--- src/dcmp_pkg.sv ---
// Package: register map, field layouts, reset values, timing and types
package dcmp_pkg;
   // ---------------------------------------------------------------
   // Register offsets
   // ---------------------------------------------------------------
   localparam logic [7:0] DCMP_ADR_EXT_RATE   = 8'h00;
   localparam logic [7:0] DCMP_ADR_EXT_NODE   = 8'h04;
   localparam logic [7:0] DCMP_ADR_EXT_LOSS   = 8'h08;
   localparam logic [7:0] DCMP_ADR_SER_CFG    = 8'h0C;
   localparam logic [7:0] DCMP_ADR_SER_ADDR   = 8'h10;
   localparam logic [7:0] DCMP_ADR_SER_DLY    = 8'h14;
   localparam logic [7:0] DCMP_ADR_INT_RATE   = 8'h18;
   localparam logic [7:0] DCMP_ADR_INT_NODE   = 8'h1C;
   localparam logic [7:0] DCMP_ADR_INT_LOSS   = 8'h20;
   localparam logic [7:0] DCMP_ADR_FLOW_TYPE  = 8'h24;
   localparam logic [7:0] DCMP_ADR_SOLE_MST   = 8'h28;
   localparam logic [7:0] DCMP_ADR_UNIT_GRP   = 8'h2C;
   localparam logic [7:0] DCMP_ADR_ROLE_SW    = 8'h30;
   localparam logic [7:0] DCMP_ADR_CUTIN_THR  = 8'h34;
   localparam logic [7:0] DCMP_ADR_CUTIN_HYS  = 8'h38;
   localparam logic [7:0] DCMP_ADR_RUN_SRC    = 8'h3C;
   localparam logic [7:0] DCMP_ADR_FLOW_DMD   = 8'h40;
   localparam logic [7:0] DCMP_ADR_STATUS     = 8'h44;
   localparam logic [7:0] DCMP_ADR_RUN_CMD    = 8'h48;
   // ---------------------------------------------------------------
   // Reset values and limits
   // ---------------------------------------------------------------
   localparam logic [1:0]  DCMP_EXT_RATE_RST  = 2'h1;
   localparam logic [7:0]  DCMP_EXT_NODE_RST  = 8'h01;
   localparam logic [7:0]  DCMP_EXT_NODE_MAX  = 8'hF7;
   localparam logic [9:0]  DCMP_EXT_LOSS_MAX  = 10'h3E8;
   localparam logic [11:0] DCMP_SER_CFG_RST   = 12'h001;
   localparam logic [11:0] DCMP_SER_CFG_MAX   = 12'h155;
   localparam logic [3:0]  DCMP_SER_BAUD_MAX  = 4'h5;
   localparam logic [3:0]  DCMP_SER_FMT_MAX   = 4'h2;
   localparam logic [6:0]  DCMP_SER_ADDR_RST  = 7'h01;
   localparam logic [13:0] DCMP_SER_DLY_MAX   = 14'h2710;
   localparam logic [1:0]  DCMP_INT_RATE_RST  = 2'h3;
   localparam logic [6:0]  DCMP_INT_NODE_RST  = 7'h00;
   localparam logic [6:0]  DCMP_INT_LOSS_RST  = 7'h05;
   localparam logic [6:0]  DCMP_INT_LOSS_MAX  = 7'h64;
   localparam logic [2:0]  DCMP_UNIT_MAX      = 3'h5;
   localparam logic [9:0]  DCMP_THR_RST       = 10'h190;
   localparam logic [9:0]  DCMP_HYS_RST       = 10'h014;
   localparam logic [9:0]  DCMP_PCT_MAX       = 10'h3E8;
   localparam logic [1:0]  DCMP_RUN_SRC_BUS   = 2'h3;
   // Field positions of the serial config digits
   localparam int DCMP_SER_BAUD_LSB = 0;
   localparam int DCMP_SER_FMT_LSB  = 4;
   // ---------------------------------------------------------------
   // Timing: one tick is 0.1 ms at 40 MHz
   // ---------------------------------------------------------------
   localparam int DCMP_CLK_HZ       = 40000000;
   localparam int DCMP_TICK_US      = 100;
   localparam int DCMP_TICK_CYC     = DCMP_CLK_HZ / 1000000 * DCMP_TICK_US;
   localparam int DCMP_EXT_TICKS_MS = 10;
   localparam int DCMP_INT_TICKS_DS = 1000;
   // ---------------------------------------------------------------
   // Types
   // ---------------------------------------------------------------
   typedef enum logic [1:0] {
      DCMP_CAN_125K, DCMP_CAN_250K, DCMP_CAN_500K, DCMP_CAN_1M
   } dcmp_can_rate_t;
   typedef enum logic [1:0] {
      DCMP_FLOW_SINGLE, DCMP_FLOW_COMPOSITE, DCMP_FLOW_BYPASS,
      DCMP_FLOW_MULTI
   } dcmp_flow_t;
   typedef struct packed {
      logic [7:0]  addr;
      logic [31:0] wdata;
      logic        wr;
      logic        rd;
   } dcmp_bus_req_t;
   typedef struct packed {
      logic        rx_frame;
      logic        reply_req;
   } dcmp_link_ev_t;
   typedef struct packed {
      logic        ext_fail;
      logic        int_fail;
      logic        reply_go;
      logic        extra_pumps;
      logic        is_master;
   } dcmp_stat_t;
endpackage : dcmp_pkg

--- src/dcmp_top.sv ---
// Communication and multi-pump configuration with link supervision
// Operation
// - External CAN rate is a two-bit code, default 250K.
// - External CAN node number 0..247, default 1, used as station address.
// - Missing external CAN data over the set interval raises failure.
// - Serial bit rate code 0..5 selects 4800 up to 115200.
// - Serial frame code selects 8N2, 8E1 or 8O1 RTU characters.
// - Serial config digits hold rate and format, limit 0x155, default 001.
// - Drive answers on serial link at local address 0..127, default 1.
// - Serial reply waits configured delay 0.0..1000.0 ms first.
// - Internal CAN rate uses same codes, default 1M.
// - Internal CAN node number 0..127, default 0.
// - No internal CAN data over interval, default 0.5, reports failure.
// - Flow type code selects single, composite, bypass or multi-master.
// - Sole master setting makes drive the network master; only one node.
// - Unit group number 0..5, default 0.
// - Role switch swaps master and slave in multi-master flow.
// - Demand above cut-in threshold, default 40%, starts extra pumps.
// - Hysteresis, default 2 percent, stops start-stop chatter.
// - Run source code 3 takes start and stop from CANopen.
//
// Added by the designer: the register addresses and strobed register access.
`timescale 1ns/1ps
module dcmp_top #(
   parameter int TICK_CYC = dcmp_pkg::DCMP_TICK_CYC
) (
   input  wire logic                   clk_i,
   input  wire logic                   rstn_i,
   input  wire logic                   ce_i,
   input  wire dcmp_pkg::dcmp_bus_req_t bus_i,
   output logic [31:0]                 rdata_o,
   input  wire dcmp_pkg::dcmp_link_ev_t ext_ev_i,
   input  wire dcmp_pkg::dcmp_link_ev_t int_ev_i,
   input  wire logic                   ser_req_i,
   input  wire logic [6:0]             ser_dst_i,
   input  wire logic                   bus_run_i,
   output dcmp_pkg::dcmp_stat_t        stat_o,
   output logic [1:0]                  ext_rate_o,
   output logic [7:0]                  ext_node_o,
   output logic [1:0]                  int_rate_o,
   output logic [6:0]                  int_node_o,
   output logic [3:0]                  ser_baud_o,
   output logic [3:0]                  ser_fmt_o,
   output logic                        run_o
);
   import dcmp_pkg::*;

   if (TICK_CYC < 1 || TICK_CYC > 65536) begin : g_tick_chk
      $error("TICK_CYC must be 1 to 65536");
   end

   // ---------------------------------------------------------------
   // Configuration registers
   // ---------------------------------------------------------------
   logic [1:0]  ext_rate_r, ext_rate_nxt;
   logic [7:0]  ext_node_r, ext_node_nxt;
   logic [9:0]  ext_loss_r, ext_loss_nxt;
   logic [11:0] ser_cfg_r, ser_cfg_nxt;
   logic [6:0]  ser_addr_r, ser_addr_nxt;
   logic [13:0] ser_dly_r, ser_dly_nxt;
   logic [1:0]  int_rate_r, int_rate_nxt;
   logic [6:0]  int_node_r, int_node_nxt;
   logic [6:0]  int_loss_r, int_loss_nxt;
   logic [1:0]  flow_type_r, flow_type_nxt;
   logic        sole_r, sole_nxt;
   logic [2:0]  unit_r, unit_nxt;
   logic        role_r, role_nxt;
   logic [9:0]  thr_r, thr_nxt;
   logic [9:0]  hys_r, hys_nxt;
   logic [1:0]  run_src_r, run_src_nxt;
   logic [9:0]  dmd_r, dmd_nxt;
   logic        run_cmd_r, run_cmd_nxt;
   logic [31:0] rdata_r, rdata_nxt;
   logic [31:0] wd;
   logic [3:0]  wbaud, wfmt;

   always_comb begin
      wd = bus_i.wdata;
      wbaud = wd[DCMP_SER_BAUD_LSB +: 4];
      wfmt = wd[DCMP_SER_FMT_LSB +: 4];
      ext_rate_nxt = ext_rate_r;
      ext_node_nxt = ext_node_r;
      ext_loss_nxt = ext_loss_r;
      ser_cfg_nxt = ser_cfg_r;
      ser_addr_nxt = ser_addr_r;
      ser_dly_nxt = ser_dly_r;
      int_rate_nxt = int_rate_r;
      int_node_nxt = int_node_r;
      int_loss_nxt = int_loss_r;
      flow_type_nxt = flow_type_r;
      sole_nxt = sole_r;
      unit_nxt = unit_r;
      role_nxt = role_r;
      thr_nxt = thr_r;
      hys_nxt = hys_r;
      run_src_nxt = run_src_r;
      dmd_nxt = dmd_r;
      run_cmd_nxt = run_cmd_r;
      if (bus_i.wr) begin
         if (bus_i.addr == DCMP_ADR_EXT_RATE) begin
            ext_rate_nxt = wd[1:0];
         end else if (bus_i.addr == DCMP_ADR_EXT_NODE) begin
            if (wd[7:0] <= DCMP_EXT_NODE_MAX && wd[31:8] == 24'h0)
               ext_node_nxt = wd[7:0];
         end else if (bus_i.addr == DCMP_ADR_EXT_LOSS) begin
            if (wd[9:0] <= DCMP_EXT_LOSS_MAX && wd[31:10] == 22'h0)
               ext_loss_nxt = wd[9:0];
         end else if (bus_i.addr == DCMP_ADR_SER_CFG) begin
            if (wbaud <= DCMP_SER_BAUD_MAX && wfmt <= DCMP_SER_FMT_MAX
                && wd[11:0] <= DCMP_SER_CFG_MAX && wd[31:12] == 20'h0)
               ser_cfg_nxt = wd[11:0];
         end else if (bus_i.addr == DCMP_ADR_SER_ADDR) begin
            ser_addr_nxt = wd[6:0];
         end else if (bus_i.addr == DCMP_ADR_SER_DLY) begin
            if (wd[13:0] <= DCMP_SER_DLY_MAX && wd[31:14] == 18'h0)
               ser_dly_nxt = wd[13:0];
         end else if (bus_i.addr == DCMP_ADR_INT_RATE) begin
            int_rate_nxt = wd[1:0];
         end else if (bus_i.addr == DCMP_ADR_INT_NODE) begin
            int_node_nxt = wd[6:0];
         end else if (bus_i.addr == DCMP_ADR_INT_LOSS) begin
            if (wd[6:0] <= DCMP_INT_LOSS_MAX && wd[31:7] == 25'h0)
               int_loss_nxt = wd[6:0];
         end else if (bus_i.addr == DCMP_ADR_FLOW_TYPE) begin
            flow_type_nxt = wd[1:0];
         end else if (bus_i.addr == DCMP_ADR_SOLE_MST) begin
            sole_nxt = wd[0];
         end else if (bus_i.addr == DCMP_ADR_UNIT_GRP) begin
            if (wd[2:0] <= DCMP_UNIT_MAX && wd[31:3] == 29'h0)
               unit_nxt = wd[2:0];
         end else if (bus_i.addr == DCMP_ADR_ROLE_SW) begin
            role_nxt = wd[0];
         end else if (bus_i.addr == DCMP_ADR_CUTIN_THR) begin
            if (wd[9:0] <= DCMP_PCT_MAX && wd[31:10] == 22'h0)
               thr_nxt = wd[9:0];
         end else if (bus_i.addr == DCMP_ADR_CUTIN_HYS) begin
            if (wd[9:0] <= DCMP_PCT_MAX && wd[31:10] == 22'h0)
               hys_nxt = wd[9:0];
         end else if (bus_i.addr == DCMP_ADR_RUN_SRC) begin
            run_src_nxt = wd[1:0];
         end else if (bus_i.addr == DCMP_ADR_FLOW_DMD) begin
            if (wd[9:0] <= DCMP_PCT_MAX && wd[31:10] == 22'h0)
               dmd_nxt = wd[9:0];
         end else if (bus_i.addr == DCMP_ADR_RUN_CMD) begin
            run_cmd_nxt = wd[0];
         end
      end
   end

   // ---------------------------------------------------------------
   // Tick base and supervision timers
   // ---------------------------------------------------------------
   logic [15:0] pre_r, pre_nxt;
   logic        tick;
   logic [15:0] ext_cnt_r, ext_cnt_nxt;
   logic [16:0] int_cnt_r, int_cnt_nxt;
   logic [13:0] dly_cnt_r, dly_cnt_nxt;
   logic        ext_fail_r, ext_fail_nxt;
   logic        int_fail_r, int_fail_nxt;
   logic        dly_busy_r, dly_busy_nxt;
   logic        go_r, go_nxt;
   logic        extra_r, extra_nxt;
   logic [10:0] lo_lim;
   logic [15:0] ext_lim;
   logic [16:0] int_lim;
   logic        is_master;

   always_comb begin
      tick = (pre_r == 16'(TICK_CYC - 1));
      pre_nxt = tick ? 16'h0000 : pre_r + 16'h0001;
      ext_lim = 16'(ext_loss_r * DCMP_EXT_TICKS_MS);
      int_lim = 17'(int_loss_r * DCMP_INT_TICKS_DS);
      // Data resets the watchdog; zero interval disables it
      ext_cnt_nxt = ext_cnt_r;
      ext_fail_nxt = ext_fail_r;
      if (ext_ev_i.rx_frame || ext_loss_r == 10'h000) begin
         ext_cnt_nxt = 16'h0000;
         ext_fail_nxt = 1'b0;
      end else if (tick) begin
         if (ext_cnt_r + 16'h0001 >= ext_lim)
            ext_fail_nxt = 1'b1;
         else
            ext_cnt_nxt = ext_cnt_r + 16'h0001;
      end
      int_cnt_nxt = int_cnt_r;
      int_fail_nxt = int_fail_r;
      if (int_ev_i.rx_frame || int_loss_r == 7'h00) begin
         int_cnt_nxt = 17'h00000;
         int_fail_nxt = 1'b0;
      end else if (tick) begin
         if (int_cnt_r + 17'h00001 >= int_lim)
            int_fail_nxt = 1'b1;
         else
            int_cnt_nxt = int_cnt_r + 17'h00001;
      end
      // Reply only to own address, after the delay
      go_nxt = 1'b0;
      dly_cnt_nxt = dly_cnt_r;
      dly_busy_nxt = dly_busy_r;
      if (!dly_busy_r) begin
         if (ser_req_i && ser_dst_i == ser_addr_r) begin
            dly_busy_nxt = 1'b1;
            dly_cnt_nxt = 14'h0000;
         end
      end else if (dly_cnt_r >= ser_dly_r) begin
         go_nxt = 1'b1;
         dly_busy_nxt = 1'b0;
      end else if (tick) begin
         dly_cnt_nxt = dly_cnt_r + 14'h0001;
      end
      // Cut-in with hysteresis band
      lo_lim = {1'b0, thr_r} - {1'b0, hys_r};
      extra_nxt = extra_r;
      if (flow_type_r == DCMP_FLOW_SINGLE)
         extra_nxt = 1'b0;
      else if (dmd_r > thr_r)
         extra_nxt = 1'b1;
      else if (lo_lim[10] || {1'b0, dmd_r} < lo_lim)
         extra_nxt = 1'b0;
      // Role: sole master wins, role switch only in multi-master flow
      if (sole_r)
         is_master = 1'b1;
      else if (flow_type_r == DCMP_FLOW_MULTI)
         is_master = role_r;
      else
         is_master = 1'b0;
   end

   // ---------------------------------------------------------------
   // Read mux
   // ---------------------------------------------------------------
   always_comb begin
      rdata_nxt = 32'h0000_0000;
      if (bus_i.rd) begin
         if (bus_i.addr == DCMP_ADR_EXT_RATE)
            rdata_nxt[1:0] = ext_rate_r;
         else if (bus_i.addr == DCMP_ADR_EXT_NODE)
            rdata_nxt[7:0] = ext_node_r;
         else if (bus_i.addr == DCMP_ADR_EXT_LOSS)
            rdata_nxt[9:0] = ext_loss_r;
         else if (bus_i.addr == DCMP_ADR_SER_CFG)
            rdata_nxt[11:0] = ser_cfg_r;
         else if (bus_i.addr == DCMP_ADR_SER_ADDR)
            rdata_nxt[6:0] = ser_addr_r;
         else if (bus_i.addr == DCMP_ADR_SER_DLY)
            rdata_nxt[13:0] = ser_dly_r;
         else if (bus_i.addr == DCMP_ADR_INT_RATE)
            rdata_nxt[1:0] = int_rate_r;
         else if (bus_i.addr == DCMP_ADR_INT_NODE)
            rdata_nxt[6:0] = int_node_r;
         else if (bus_i.addr == DCMP_ADR_INT_LOSS)
            rdata_nxt[6:0] = int_loss_r;
         else if (bus_i.addr == DCMP_ADR_FLOW_TYPE)
            rdata_nxt[1:0] = flow_type_r;
         else if (bus_i.addr == DCMP_ADR_SOLE_MST)
            rdata_nxt[0] = sole_r;
         else if (bus_i.addr == DCMP_ADR_UNIT_GRP)
            rdata_nxt[2:0] = unit_r;
         else if (bus_i.addr == DCMP_ADR_ROLE_SW)
            rdata_nxt[0] = role_r;
         else if (bus_i.addr == DCMP_ADR_CUTIN_THR)
            rdata_nxt[9:0] = thr_r;
         else if (bus_i.addr == DCMP_ADR_CUTIN_HYS)
            rdata_nxt[9:0] = hys_r;
         else if (bus_i.addr == DCMP_ADR_RUN_SRC)
            rdata_nxt[1:0] = run_src_r;
         else if (bus_i.addr == DCMP_ADR_FLOW_DMD)
            rdata_nxt[9:0] = dmd_r;
         else if (bus_i.addr == DCMP_ADR_STATUS)
            rdata_nxt[4:0] = {ext_fail_r, int_fail_r, dly_busy_r,
                              extra_r, is_master};
         else if (bus_i.addr == DCMP_ADR_RUN_CMD)
            rdata_nxt[0] = run_cmd_r;
      end
   end

   // ---------------------------------------------------------------
   // State registers
   // ---------------------------------------------------------------
   always_ff @(posedge clk_i or negedge rstn_i) begin
      if (!rstn_i) begin
         ext_rate_r <= DCMP_EXT_RATE_RST;
         ext_node_r <= DCMP_EXT_NODE_RST;
         ext_loss_r <= 10'h000;
         ser_cfg_r <= DCMP_SER_CFG_RST;
         ser_addr_r <= DCMP_SER_ADDR_RST;
         ser_dly_r <= 14'h0000;
         int_rate_r <= DCMP_INT_RATE_RST;
         int_node_r <= DCMP_INT_NODE_RST;
         int_loss_r <= DCMP_INT_LOSS_RST;
         flow_type_r <= 2'h0;
         sole_r <= 1'b0;
         unit_r <= 3'h0;
         role_r <= 1'b0;
         thr_r <= DCMP_THR_RST;
         hys_r <= DCMP_HYS_RST;
         run_src_r <= 2'h0;
         dmd_r <= 10'h000;
         run_cmd_r <= 1'b0;
         rdata_r <= 32'h0000_0000;
         pre_r <= 16'h0000;
         ext_cnt_r <= 16'h0000;
         int_cnt_r <= 17'h00000;
         dly_cnt_r <= 14'h0000;
         ext_fail_r <= 1'b0;
         int_fail_r <= 1'b0;
         dly_busy_r <= 1'b0;
         go_r <= 1'b0;
         extra_r <= 1'b0;
      end else if (ce_i) begin
         ext_rate_r <= ext_rate_nxt;
         ext_node_r <= ext_node_nxt;
         ext_loss_r <= ext_loss_nxt;
         ser_cfg_r <= ser_cfg_nxt;
         ser_addr_r <= ser_addr_nxt;
         ser_dly_r <= ser_dly_nxt;
         int_rate_r <= int_rate_nxt;
         int_node_r <= int_node_nxt;
         int_loss_r <= int_loss_nxt;
         flow_type_r <= flow_type_nxt;
         sole_r <= sole_nxt;
         unit_r <= unit_nxt;
         role_r <= role_nxt;
         thr_r <= thr_nxt;
         hys_r <= hys_nxt;
         run_src_r <= run_src_nxt;
         dmd_r <= dmd_nxt;
         run_cmd_r <= run_cmd_nxt;
         rdata_r <= rdata_nxt;
         pre_r <= pre_nxt;
         ext_cnt_r <= ext_cnt_nxt;
         int_cnt_r <= int_cnt_nxt;
         dly_cnt_r <= dly_cnt_nxt;
         ext_fail_r <= ext_fail_nxt;
         int_fail_r <= int_fail_nxt;
         dly_busy_r <= dly_busy_nxt;
         go_r <= go_nxt;
         extra_r <= extra_nxt;
      end
   end

   // ---------------------------------------------------------------
   // Outputs
   // ---------------------------------------------------------------
   assign rdata_o = rdata_r;
   assign stat_o = '{ext_fail: ext_fail_r, int_fail: int_fail_r,
                     reply_go: go_r, extra_pumps: extra_r,
                     is_master: is_master};
   assign ext_rate_o = ext_rate_r;
   assign ext_node_o = ext_node_r;
   assign int_rate_o = int_rate_r;
   assign int_node_o = int_node_r;
   assign ser_baud_o = ser_cfg_r[DCMP_SER_BAUD_LSB +: 4];
   assign ser_fmt_o = ser_cfg_r[DCMP_SER_FMT_LSB +: 4];
   assign run_o = (run_src_r == DCMP_RUN_SRC_BUS) ? bus_run_i
                                                  : run_cmd_r;
endmodule : dcmp_top

--- config.mk ---
export PLATFORM = sky130hd
export DESIGN_NAME = dcmp_top
export DESIGN_NICKNAME = d
export VERILOG_FILES = /design/src/dcmp_pkg.sv /design/src/dcmp_top.sv
export SDC_FILE = /design/constraint.sdc
export NUM_CORES = 1
export LEC_CHECK = 0
export BUFFER_PORTS_ARGS = -buffer_cell sky130_fd_sc_hd__clkbuf_2
export CAP_MARGIN = 20
export CORE_MARGIN = 3
export CORE_UTILIZATION = 30
export CTS_CLUSTER_DIAMETER = 150
export DETAILED_ROUTE_END_ITERATION = 12
export PLACE_DENSITY_LB_ADDON = 0.3
export SLEW_MARGIN = 20
export SYNTH_ARGS = -nofsm -noshare
export SYNTH_HDL_FRONTEND = slang
export SYNTH_SLANG_ARGS = --single-unit
export TNS_END_PERCENT = 30
--- constraint.sdc ---
create_clock -name clk_i -period 8.73 [get_ports clk_i]
set_input_delay 1.746 -clock clk_i [delete_from_list [all_inputs] [get_ports clk_i]]
set_output_delay 1.746 -clock clk_i [all_outputs]
set_load 0.05 [all_outputs]
==> results of run 1 <==
kinds of logic (layout without fill, tap and decap cells):
kind of cell / Yosys count / in the layout / share of synthesized area (%)
AO/OA/AOI/OAI: 290 / 290 / 14.2
XOR/XNOR: 61 / 61 / 3.76
adder cells (fa/ha/maj): 148 / 148 / 14.1
buffers and inverters: 181 / 236 / 5.94
flip-flops: 191 / 191 / 33.7
multiplexers: 121 / 121 / 10.3
other: 1 / 18 / 0.0264
AND/OR/NAND/NOR: 450 / 450 / 18.0
report_power, final:
group	switching, mW	total, mW	internal (mW)	leakage, nW
Sequential	0.0179	0.917	0.899	2.61
Clock	0.414	0.803	0.389	0.283
Combinational	0.115	0.155	0.0400	4.62
Total	0.546	1.87	1.33	7.50
layout by cell type (no fill, tap or decap), types with 34 or more instances in the layout:
cell / netlist / layout
sky130_fd_sc_hd__dfrtp_1: 178 / 178
sky130_fd_sc_hd__nand2_1: 129 / 129
sky130_fd_sc_hd__ha_1: 128 / 128
sky130_fd_sc_hd__clkbuf_2: 0 / 101
sky130_fd_sc_hd__inv_1: 94 / 94
sky130_fd_sc_hd__a21oi_1: 59 / 59
sky130_fd_sc_hd__nor2_1: 56 / 56
sky130_fd_sc_hd__mux2_2: 48 / 48
sky130_fd_sc_hd__o21ai_0: 41 / 41
sky130_fd_sc_hd__nor3_1: 36 / 36
sky130_fd_sc_hd__xnor2_1: 34 / 34
sky130_fd_sc_hd__nand3_1: 34 / 34
layout make-up:
class	instances	area (um2)
fill	4792	30900
multi-input combinational	1088	8650
sequential	191	4800
tap	607	759
timing repair buffer	109	584
clock buffer	18	439
inverter	95	357
clock inverter	14	149
metal layers:
metal / GRT usage [%] / vias up / part of all wire (%)
li1: - / 5345 / -
met1: 22.6 / 5605 / 45
met2: 27.5 / 324 / 47
met3: 3.53 / 54 / 5.7
met5: 0 / - / 0.017
met4: 5.61 / 2 / 2.6
metrics by stage:
step | cell area [um2] | hold slack [ps] | worst slack [ps] | instances | total power [mW]
after global placement | 15100 | 462 | 2720 | 2089 | 1.09
after floorplan | 14300 | 438 | 3320 | 1460 | 1.03
final | 15700 | 478 | 2630 | 2122 | 1.87
after detailed placement | 15100 | 466 | 2670 | 2089 | 1.09
after global routing | 15700 | 499 | 2070 | 2122 | 1.95
after CTS | 15700 | 481 | 2620 | 2121 | 1.90
sequential cells by signal (all words and copies together), names as in the netlist, 7 cells and up:
register,cells
int_cnt_r,17
ext_cnt_r,16
pre_r,16
dly_cnt_r,14
rdata_o,14
ser_dly_r,14
ser_cfg_r,12
dmd_r,10
ext_loss_r,10
hys_r,10
thr_r,10
ext_node_o,8
int_loss_r,7
int_node_o,7
ser_addr_r,7
worst max-delay path, delay by kind of cell (launching register included):
kind,cells,cell delay [ps]
compound gates,6,1360
buf+inv,2,90
flops,1,660
fa+ha+maj,6,2630
simple gates,5,1270
final timing paths:
check | to | slack, ps | cells past startpoint
worst max-delay path | int_cnt_r[6] | 2630 | 19
worst max register to register | int_cnt_r[6] | 2630 | 19
min in group asynchronous | pre_r[5] | 1260 | 1
worst min register to register | pre_r[15] | 480 | 1
max in group asynchronous | hys_r[5] | 6250 | 2
worst min-delay path | pre_r[15] | 480 | 1
==> flow_results.xml, run 1 <==
<?xml version="1.0" encoding="UTF-8"?>
<metrics>
  <group name="run_status">
    <metric name="outcome" unit="">finished clean</metric>
  </group>
  <group name="route">
    <metric name="drt_first_iter_violations" unit="">718</metric>
    <metric name="wl_cell" unit="um">19.8</metric>
    <metric name="routed_via_density" unit="">5.34</metric>
    <metric name="drtAntennaViolNets" unit="">0</metric>
    <metric name="route.vias.total" unit="">11300</metric>
    <metric name="drt_drc_violations_left" unit="">0</metric>
    <metric name="detail_route.first_pass.iterations" unit="">5</metric>
    <metric name="wirelength" unit="um">42000</metric>
  </group>
  <group name="power">
    <metric name="peakVddDrop" unit="mV">0.0958</metric>
    <metric name="pwr_density_cell" unit="nW/um2">119</metric>
    <metric name="power.leakage" unit="nW">7.50</metric>
  </group>
  <group name="run">
    <metric name="max_cap_check_violation_count" unit="">0</metric>
  </group>
  <group name="synthesis">
    <metric name="synth_common_cells" unit="">178 x sky130_fd_sc_hd__dfrtp_1, 129 x sky130_fd_sc_hd__nand2_1, 128 x sky130_fd_sc_hd__ha_1</metric>
    <metric name="synth_sequential_area_ratio" unit="%">33.7</metric>
    <metric name="post-synth-top-count-cell" unit="">sky130_fd_sc_hd__dfrtp_1</metric>
    <metric name="synth_async_sr_flop_share" unit="%">100</metric>
    <metric name="ys_dominant_reg_cell" unit="">sky130_fd_sc_hd__dfrtp_1</metric>
    <metric name="post_synth_main_area_contributors" unit="">sky130_fd_sc_hd__dfrtp_1 31%, sky130_fd_sc_hd__ha_1 11%, sky130_fd_sc_hd__mux2_2 3.8%, sky130_fd_sc_hd__nand2_1 3.4%, sky130_fd_sc_hd__mux2_4 3.4%</metric>
    <metric name="synth-edff-count" unit="">0</metric>
    <metric name="ys_ff_latch" unit="">191</metric>
    <metric name="syn-instance-count" unit="">1443</metric>
    <metric name="yosysTopAreaCell" unit="">sky130_fd_sc_hd__dfrtp_1</metric>
    <metric name="syn_area" unit="um2">14200</metric>
    <metric name="synth.lib_cells_used.distinct" unit="">99</metric>
    <metric name="synth_largest_type_area_fraction" unit="%">31.3</metric>
    <metric name="synth.yosys.warnings" unit="">0</metric>
    <metric name="syn_avg_cell_area" unit="um2">9.86</metric>
  </group>
  <group name="worst_setup_path">
    <metric name="cp-startpoint" unit="">int_loss_r[0]</metric>
    <metric name="cpPeakStageDelay" unit="ps">660</metric>
    <metric name="setup_crit_path_kind" unit="">reg2reg</metric>
    <metric name="worstSetupEndpointType" unit="">register</metric>
    <metric name="required_worst_endpoint" unit="ps">9120</metric>
    <metric name="crit_path_cell_trace" unit="">fa_1, fa_1, inv_1, fa_1, fa_1, inv_1, ha_1, o21a_1, o211ai_1, a31oi_1, nor4_1, nor3_1, ha_1, nand3_1, a21oi_1, nand4_1, a41oi_1, nand2b_1, o22a_1</metric>
    <metric name="worst-path-max-fanout" unit="">12</metric>
    <metric name="r2r_start" unit="">int_loss_r[0]</metric>
    <metric name="crit_path_start_kind" unit="">register</metric>
    <metric name="critPathSlowestCell" unit="">sky130_fd_sc_hd__dfstp_2</metric>
    <metric name="worst_ep_arrival_time" unit="ps">6490</metric>
    <metric name="critical-path-top-cell-by-count" unit="">sky130_fd_sc_hd__fa_1</metric>
  </group>
  <group name="clock_network">
    <metric name="tritoncts_buffer_count" unit="">17</metric>
    <metric name="numClockSinks" unit="">191</metric>
    <metric name="worst_setup_hold_path_clk_slew" unit="ps">80</metric>
    <metric name="hold_bufs_inserted_after_cts" unit="">0</metric>
    <metric name="cts_resized" unit="">0</metric>
    <metric name="post-cts-setup-buffers" unit="">0</metric>
    <metric name="cts_tree" unit="">built</metric>
    <metric name="number_of_buffers_on_the_longest_clock_path" unit="">2</metric>
    <metric name="ctsRootBufferMaster" unit="">sky130_fd_sc_hd__clkbuf_16</metric>
    <metric name="clk_latency" unit="ps">460</metric>
    <metric name="htreeDepth" unit="">4</metric>
  </group>
  <group name="final_layout">
    <metric name="share_of_post_route_cells_with_drive_strength_above_1" unit="%">19.0</metric>
    <metric name="nets_finish" unit="">1708</metric>
    <metric name="flow.area_growth_from_synthesis" unit="%">10.6</metric>
    <metric name="share_of_the_core_filled_with_cells_in_the_final_layout" unit="%">33.7</metric>
    <metric name="insertedDiodeCount" unit="">0</metric>
  </group>
  <group name="place">
    <metric name="dpl.hpwl" unit="um">31500</metric>
    <metric name="gp_congestion" unit="">0.890</metric>
    <metric name="port-buffer-count" unit="">102</metric>
  </group>
  <group name="timing">
    <metric name="fin_tns_setup" unit="ps">0</metric>
    <metric name="final_clock_period_utilization_by_the_worst_path" unit="%">69.9</metric>
    <metric name="final-hold-violation-count" unit="">0</metric>
    <metric name="max_slew_margin" unit="%">29.1</metric>
    <metric name="worst_pin_slew" unit="ps">1060</metric>
    <metric name="setup-violations-final" unit="">0</metric>
    <metric name="period_minus_slack" unit="ps">6100</metric>
    <metric name="fmaxAchievable" unit="GHz">0.164</metric>
    <metric name="worst_clock_skew" unit="ps">18.3</metric>
    <metric name="rsz0062_at_grt" unit="">false</metric>
    <metric name="slew_violations" unit="">0</metric>
  </group>
  <group name="grt">
    <metric name="globalRoute.totalOverflow" unit="">0</metric>
    <metric name="grt_start_max_net_pins" unit="">77</metric>
    <metric name="antenna_found_initial" unit="">1</metric>
    <metric name="grt_first_pass_wirelength" unit="um">65900</metric>
    <metric name="vias_in_the_first_global_route" unit="">11400</metric>
    <metric name="grtUsageTotal" unit="%">16.9</metric>
  </group>
  <group name="die">
    <metric name="die_area" unit="um2">50100</metric>
    <metric name="cell_rows" unit="">79</metric>
    <metric name="die_w" unit="um">224</metric>
    <metric name="start_util" unit="%">30.5</metric>
    <metric name="number_of_top_level_pins" unit="">123</metric>
    <metric name="chipHeight" unit="um">224</metric>
    <metric name="core_area" unit="um2">46700</metric>
  </group>
  <group name="worst_hold_path">
    <metric name="hold_path.class" unit="">reg2reg</metric>
    <metric name="worst_hold_startpoint" unit="">pre_r[15]</metric>
  </group>
</metrics>
(Power assumes the default switching activity.)
==> run 2: changes to the inputs <==
- clock period: 8.73 -> 6.3 ns (I/O delays scaled with it)
==> run 2 against run 1 <==
- combinational power up 37%
- first-iteration DRC count up 17%
- cell count about the same
- clock power up 41%
- critical path depth up 1
- largest power group unchanged
- cell area up 0.18%
- non-clock buffer count up 2
- clock skew down 3.5 ps
==> flow_results.xml, run 2 (synthesis results as in run 1) <==
<?xml version="1.0" encoding="UTF-8"?>
<metrics>
  <group name="power">
    <metric name="peakVddDrop" unit="mV">0.191</metric>
    <metric name="clockPowerShare" unit="%">43.3</metric>
    <metric name="pwr_density_cell" unit="nW/um2">166</metric>
    <metric name="power.leakage" unit="nW">7.53</metric>
    <metric name="power.combinational.fraction" unit="%">8.1</metric>
    <metric name="p_int" unit="mW">1.88</metric>
    <metric name="p_sw_share" unit="%">28.1</metric>
    <metric name="pwr-share-seq" unit="%">48.5</metric>
    <metric name="p_switching" unit="uW">735</metric>
  </group>
  <group name="final_layout">
    <metric name="nets_finish" unit="">1710</metric>
    <metric name="most_common_cell_after_layout_fill_and_taps_aside" unit="">sky130_fd_sc_hd__dfrtp_1</metric>
    <metric name="most-common-layout-cells" unit="">178 x sky130_fd_sc_hd__dfrtp_1, 129 x sky130_fd_sc_hd__nand2_1, 128 x sky130_fd_sc_hd__ha_1</metric>
    <metric name="final_design_area_no_fill" unit="um2">15800</metric>
    <metric name="flow.area_growth_from_synthesis" unit="%">10.8</metric>
    <metric name="share_of_the_core_filled_with_cells_in_the_final_layout" unit="%">33.8</metric>
    <metric name="insertedDiodeCount" unit="">0</metric>
    <metric name="largestRegisters" unit="">int_cnt_r x17, ext_cnt_r x16, pre_r x16</metric>
    <metric name="largest_reg_flops" unit="">17</metric>
    <metric name="share_of_post_route_cells_with_drive_strength_above_1" unit="%">19.2</metric>
    <metric name="most_flops_register" unit="">int_cnt_r</metric>
  </group>
  <group name="place">
    <metric name="dpl.hpwl" unit="um">31700</metric>
    <metric name="placedInstanceArea" unit="um2">15200</metric>
    <metric name="port-buffer-count" unit="">102</metric>
    <metric name="gp_congestion" unit="">0.868</metric>
    <metric name="place_worst_setup_slack" unit="ps">330</metric>
  </group>
  <group name="worst_setup_path">
    <metric name="required_worst_endpoint" unit="ps">6670</metric>
    <metric name="critical-path-top-cell-by-count" unit="">sky130_fd_sc_hd__fa_1</metric>
    <metric name="worstSetupEndpointType" unit="">register</metric>
    <metric name="critPathSlowestCell" unit="">sky130_fd_sc_hd__dfstp_2</metric>
    <metric name="setup_crit_path_kind" unit="">reg2reg</metric>
    <metric name="worst-path-max-fanout" unit="">9</metric>
    <metric name="worst_ep_arrival_time" unit="ps">6360</metric>
    <metric name="crit_path_cell_trace" unit="">fa_1, fa_1, inv_1, fa_1, fa_1, inv_1, ha_1, o21a_1, o211ai_1, a31oi_1, nor4_1, nor3_1, ha_1, nand3_1, a21oi_1, nand4_1, a41oi_2, nand2b_1, buf_4, o2bb2ai_1</metric>
    <metric name="cpPeakStageDelay" unit="ps">650</metric>
    <metric name="crit_path_start_kind" unit="">register</metric>
  </group>
  <group name="clock_network">
    <metric name="htreeDepth" unit="">4</metric>
    <metric name="number_of_buffers_on_the_longest_clock_path" unit="">2</metric>
    <metric name="worst_setup_hold_path_clk_slew" unit="ps">70</metric>
    <metric name="cts_tree" unit="">built</metric>
    <metric name="tritoncts_buffer_count" unit="">17</metric>
    <metric name="numClockSinks" unit="">191</metric>
    <metric name="ctsRootBufferMaster" unit="">sky130_fd_sc_hd__clkbuf_16</metric>
    <metric name="clk_latency" unit="ps">460</metric>
    <metric name="post-cts-setup-buffers" unit="">0</metric>
  </group>
  <group name="grt">
    <metric name="grt_first_pass_wirelength" unit="um">66700</metric>
    <metric name="antenna_found_initial" unit="">0</metric>
    <metric name="grtUsageTotal" unit="%">17.1</metric>
    <metric name="globalRoute.totalOverflow" unit="">0</metric>
    <metric name="vias_in_the_first_global_route" unit="">11400</metric>
    <metric name="grt_start_max_net_pins" unit="">85</metric>
  </group>
  <group name="timing">
    <metric name="fmaxAchievable" unit="GHz">0.167</metric>
    <metric name="hold_ws" unit="ps">470</metric>
    <metric name="max_slew_margin" unit="%">31.1</metric>
    <metric name="setup-violations-final" unit="">0</metric>
    <metric name="fin_tns_setup" unit="ps">0</metric>
    <metric name="worst_clock_skew" unit="ps">14.8</metric>
    <metric name="final_clock_period_utilization_by_the_worst_path" unit="%">95.1</metric>
    <metric name="final-hold-violation-count" unit="">0</metric>
    <metric name="period_minus_slack" unit="ps">5990</metric>
    <metric name="post-route-worst-setup-slack" unit="ps">310</metric>
    <metric name="worst_pin_slew" unit="ps">1030</metric>
    <metric name="slew_violations" unit="">0</metric>
  </group>
  <group name="die">
    <metric name="start_util" unit="%">30.5</metric>
    <metric name="chipHeight" unit="um">224</metric>
    <metric name="die_w" unit="um">224</metric>
    <metric name="die_area" unit="um2">50100</metric>
    <metric name="core_area" unit="um2">46700</metric>
    <metric name="number_of_top_level_pins" unit="">123</metric>
    <metric name="cell_rows" unit="">79</metric>
  </group>
  <group name="route">
    <metric name="wl_cell" unit="um">19.9</metric>
    <metric name="route.vias.total" unit="">11400</metric>
    <metric name="drt_drc_violations_left" unit="">0</metric>
    <metric name="detail_route.first_pass.iterations" unit="">5</metric>
    <metric name="routed_via_density" unit="">5.36</metric>
    <metric name="drt_first_iter_violations" unit="">841</metric>
    <metric name="wirelength" unit="um">42300</metric>
    <metric name="drtAntennaViolNets" unit="">0</metric>
  </group>
  <group name="run_status">
    <metric name="outcome" unit="">finished clean</metric>
  </group>
  <group name="run">
    <metric name="max_cap_check_violation_count" unit="">0</metric>
  </group>
  <group name="worst_hold_path">
    <metric name="hold_path.class" unit="">reg2reg</metric>
  </group>
</metrics>
-- run 2: layout make-up --
type	instances	area [um2]
clock inverters	13	148
fillers	4784	30900
inverters	95	357
flip-flops and latches	191	4800
clock buffers	19	453
repair buffers	111	587
multi-input cells	1088	8660
well taps	607	759
-- run 2: repair_timing --
action                                  4_1_cts  5_1_grt
hold buffers                                  0        0
endpoints found under the setup margin        0       10
gates resized for setup                       0        2
-- run 2: stage by stage --
| stage | power, mW | std cells |
|---|---|---|
| 2_1_floorplan | 1.42 | 1460 |
| 3_3_place_gp | 1.51 | 2092 |
| 3_5_place_dp | 1.51 | 2092 |
| 4_1_cts | 2.65 | 2124 |
| 5_1_grt | 2.73 | 2124 |
| 6_report | 2.62 | 2124 |
-- run 2: power groups by stage --
stage / clock network (mW) / registers, mW / logic, mW
floorplan: 0 / 1.30 / 0.125
CTS: 1.17 / 1.27 / 0.214
global placement: 0 / 1.29 / 0.212
global route: 1.22 / 1.27 / 0.231
finish: 1.13 / 1.27 / 0.213
detailed placement: 0 / 1.29 / 0.214
-- run 2: layer usage --
metal  up-vias  GRT usage [%]  part of all wire (%)  wire length (um)
met2       329           27.8                    46             19700
met5         -              0                     0                 0
met4         0           5.74                   2.8              1190
met1      5642           23.3                    46             19500
li1       5363              -                     -                 -
met3        59           2.65                   4.5              1920
-- run 2: worst paths after layout --
path | depth (start not counted) | start | to | slack (ps)
hold / removal | 1 | pre_r[15] | pre_r[15] | 470
min in group asynchronous | 1 | rstn_i | ext_cnt_r[15] | 890
setup / recovery | 20 | int_loss_r[0] | int_cnt_r[3] | 310
max in group asynchronous | 2 | rstn_i | ext_cnt_r[0] | 4150
hold reg to reg | 1 | pre_r[15] | pre_r[15] | 470
setup reg to reg | 20 | int_loss_r[0] | int_cnt_r[3] | 310
-- run 2: worst max-delay path, delay by kind of cell, from the launching register on --
family                     cells  cell delay [ps]
AOI/OAI and AO/OA              6             1220
adders and majority gates      6             2650
buffers and inverters          3              300
DFF                            1              650
and+or+nand+nor                5             1060
==> run 3: changes to the inputs <==
==> constraint.sdc (replaced) <==
create_clock -name clk_i -period 6.3 [get_ports clk_i]
set_input_delay 0.63 -clock clk_i [delete_from_list [all_inputs] [get_ports clk_i]]
set_output_delay 0.63 -clock clk_i [all_outputs]
set_load 0.05 [all_outputs]
==> run 3 against run 2 <==
- critical path depth decreased by 1
- clock skew is 5.8 ps higher
- non-clock buffer count shrank 1
- combinational power hardly changed
- first-iteration DRC count grew 2.4%
- flip-flop and latch count stayed put
- register-to-register slack better by 80 ps
- die area stayed put
- via count fell by 0.25%
- critical endpoint unchanged
- power increased by 1.6%
- cell count is essentially flat
==> flow_results.xml, run 3 (synthesis results as in run 1) <==
<?xml version="1.0" encoding="UTF-8"?>
<metrics>
  <group name="power">
    <metric name="p_sw_share" unit="%">27.7</metric>
    <metric name="total_power" unit="mW">2.66</metric>
    <metric name="pwr-share-seq" unit="%">47.8</metric>
    <metric name="pwr_density_cell" unit="nW/um2">169</metric>
    <metric name="clockPowerShare" unit="%">44.2</metric>
    <metric name="power.combinational.fraction" unit="%">8.0</metric>
    <metric name="power.leakage" unit="nW">7.53</metric>
    <metric name="p_switching" unit="uW">737</metric>
    <metric name="p_int" unit="mW">1.92</metric>
    <metric name="peakVddDrop" unit="mV">0.144</metric>
  </group>
  <group name="place">
    <metric name="gp_congestion" unit="">0.886</metric>
    <metric name="placedInstanceArea" unit="um2">15100</metric>
    <metric name="port-buffer-count" unit="">102</metric>
    <metric name="dpl.hpwl" unit="um">31800</metric>
  </group>
  <group name="worst_setup_path">
    <metric name="rr_endpoint" unit="">int_cnt_r[3]</metric>
    <metric name="reg2reg_setup_slack" unit="ps">390</metric>
    <metric name="worst_ep_arrival_time" unit="ps">6290</metric>
    <metric name="setup_crit_path_kind" unit="">reg2reg</metric>
    <metric name="required_worst_endpoint" unit="ps">6680</metric>
    <metric name="crit_path_start_kind" unit="">register</metric>
    <metric name="worst-path-max-fanout" unit="">12</metric>
    <metric name="r2r_start" unit="">int_loss_r[2]</metric>
    <metric name="worstSetupEndpointType" unit="">register</metric>
    <metric name="number_of_cell_instances_on_the_worst_register_to_register_path" unit="">19</metric>
  </group>
  <group name="grt">
    <metric name="grt_start_max_net_pins" unit="">72</metric>
    <metric name="globalRoute.totalOverflow" unit="">0</metric>
    <metric name="grtUsageTotal" unit="%">17.0</metric>
    <metric name="routing_usage_on_met1" unit="%">22.7</metric>
    <metric name="vias_in_the_first_global_route" unit="">11500</metric>
    <metric name="grt.busiest_layer" unit="">met2</metric>
    <metric name="grt_use_met2" unit="%">27.8</metric>
    <metric name="antenna_found_initial" unit="">0</metric>
    <metric name="groute.layer.met3.usage" unit="%">3.62</metric>
    <metric name="grt_first_pass_wirelength" unit="um">66300</metric>
  </group>
  <group name="run_status">
    <metric name="outcome" unit="">finished clean</metric>
  </group>
  <group name="route">
    <metric name="drt_first_iter_violations" unit="">861</metric>
    <metric name="wirelength" unit="um">42300</metric>
    <metric name="wl_cell" unit="um">19.9</metric>
    <metric name="detail_route.first_pass.iterations" unit="">5</metric>
    <metric name="drtAntennaViolNets" unit="">0</metric>
    <metric name="route.vias.total" unit="">11400</metric>
    <metric name="drt_drc_violations_left" unit="">0</metric>
    <metric name="routed_via_density" unit="">5.35</metric>
  </group>
  <group name="timing">
    <metric name="fmaxAchievable" unit="GHz">0.169</metric>
    <metric name="final-hold-violation-count" unit="">0</metric>
    <metric name="worst_pin_slew" unit="ps">1150</metric>
    <metric name="slew_violations" unit="">0</metric>
    <metric name="period_minus_slack" unit="ps">5910</metric>
    <metric name="final_clock_period_utilization_by_the_worst_path" unit="%">93.8</metric>
    <metric name="fin_tns_setup" unit="ps">0</metric>
    <metric name="rsz0062_at_grt" unit="">false</metric>
    <metric name="setup-violations-final" unit="">0</metric>
    <metric name="worst_clock_skew" unit="ps">20.6</metric>
    <metric name="max_slew_margin" unit="%">23.0</metric>
  </group>
  <group name="final_layout">
    <metric name="insertedDiodeCount" unit="">0</metric>
    <metric name="filler_cell_count" unit="">4783</metric>
    <metric name="share_of_post_route_cells_with_drive_strength_above_1" unit="%">19.2</metric>
    <metric name="most_common_cell_after_layout_fill_and_taps_aside" unit="">sky130_fd_sc_hd__dfrtp_1</metric>
    <metric name="flow.area_growth_from_synthesis" unit="%">10.9</metric>
    <metric name="largest_reg_flops" unit="">17</metric>
    <metric name="largestRegisters" unit="">int_cnt_r x17, ext_cnt_r x16, pre_r x16</metric>
    <metric name="most-common-layout-cells" unit="">178 x sky130_fd_sc_hd__dfrtp_1, 129 x sky130_fd_sc_hd__nand2_1, 128 x sky130_fd_sc_hd__ha_1</metric>
    <metric name="final_design_area_no_fill" unit="um2">15800</metric>
    <metric name="most_flops_register" unit="">int_cnt_r</metric>
    <metric name="nets_finish" unit="">1709</metric>
  </group>
  <group name="die">
    <metric name="cell_rows" unit="">79</metric>
    <metric name="number_of_top_level_pins" unit="">123</metric>
    <metric name="die_w" unit="um">224</metric>
    <metric name="die_area" unit="um2">50100</metric>
    <metric name="core_area" unit="um2">46700</metric>
    <metric name="chipHeight" unit="um">224</metric>
    <metric name="start_util" unit="%">30.5</metric>
  </group>
  <group name="clock_network">
    <metric name="number_of_buffers_on_the_longest_clock_path" unit="">2</metric>
    <metric name="clk_latency" unit="ps">470</metric>
    <metric name="numClockSinks" unit="">191</metric>
    <metric name="post-cts-setup-buffers" unit="">0</metric>
    <metric name="tritoncts_buffer_count" unit="">17</metric>
    <metric name="htreeDepth" unit="">4</metric>
    <metric name="ctsRootBufferMaster" unit="">sky130_fd_sc_hd__clkbuf_16</metric>
    <metric name="cts_tree" unit="">built</metric>
    <metric name="cts_resized" unit="">0</metric>
    <metric name="worst_setup_hold_path_clk_slew" unit="ps">70</metric>
    <metric name="hold_bufs_inserted_after_cts" unit="">0</metric>
  </group>
  <group name="worst_hold_path">
    <metric name="hold_path.class" unit="">in2async</metric>
  </group>
  <group name="run">
    <metric name="max_cap_check_violation_count" unit="">0</metric>
  </group>
</metrics>
==> run 3: through the flow <==
step	utilization [%]	setup WS (ps)	hold slack (ps)	instances
after floorplan	-	894	334	1460
after global placement	32.5	333	461	2091
after detailed placement	32.5	271	456	2091
after CTS	33.8	252	207	2123
after global routing	33.8	23.0	221	2123
final	33.8	391	186	2123
==> run 3: worst max-delay path: stages, from the launching register on <==
cell and delay (ps):
sky130_fd_sc_hd__dfstp_2 650, sky130_fd_sc_hd__fa_1 470, sky130_fd_sc_hd__fa_1 520, sky130_fd_sc_hd__inv_1 50
sky130_fd_sc_hd__fa_1 470, sky130_fd_sc_hd__fa_1 510, sky130_fd_sc_hd__inv_1 40, sky130_fd_sc_hd__ha_1 330
sky130_fd_sc_hd__o21a_1 130, sky130_fd_sc_hd__o211ai_1 220, sky130_fd_sc_hd__a31oi_1 180, sky130_fd_sc_hd__nor4_1 270
sky130_fd_sc_hd__nor3_1 90, sky130_fd_sc_hd__ha_1 330, sky130_fd_sc_hd__nand3_1 130, sky130_fd_sc_hd__a21oi_1 260
sky130_fd_sc_hd__nand4_1 320, sky130_fd_sc_hd__a41oi_1 350, sky130_fd_sc_hd__nand2b_2 350, sky130_fd_sc_hd__o2bb2ai_1 160
==> run 3: worst max path at each step <==
| stage | from | end | slack [ps] | cells after the start |
|---|---|---|---|---|
| final | int_loss_r[2] | int_cnt_r[3] | 390 | 19 |
| after global routing | int_loss_r[4] | int_cnt_r[7] | 20 | 19 |
| after CTS | int_loss_r[2] | int_cnt_r[3] | 250 | 19 |
| after detailed placement | int_loss_r[2] | int_cnt_r[3] | 270 | 19 |
| after global placement | int_loss_r[2] | int_cnt_r[6] | 330 | 19 |
| after floorplan | int_loss_r[0] | int_cnt_r[12] | 890 | 20 |
==> run 3: layout make-up <==
type	count	area, um2	area share [%]
Multi-Input combinational cell	1088	8660	54.9
Sequential cell	191	4800	30.4
Tap cell	607	759	4.81
Timing Repair Buffer	110	579	3.67
Clock buffer	19	453	2.87
Inverter	95	357	2.26
Clock inverter	13	171	1.09
==> run 3: power groups by stage <==
stage          combinational [mW]  clock (mW)  sequential, mW
6_report                    0.213        1.18            1.27
5_1_grt                     0.233        1.25            1.28
4_1_cts                     0.215        1.21            1.27
3_5_place_dp                0.214           0            1.29
3_3_place_gp                0.211           0            1.29
2_1_floorplan               0.125           0            1.30
==> run 3: per-layer routing <==
layer  vias to the layer above  part of all wire, %  routed length [um]
met5                         -                    0                   0
met4                         0                  2.6                1100
met3                        62                  5.4                2300
met2                       341                   47               19700
met1                      5627                   45               19100
li1                       5335                    -                   -
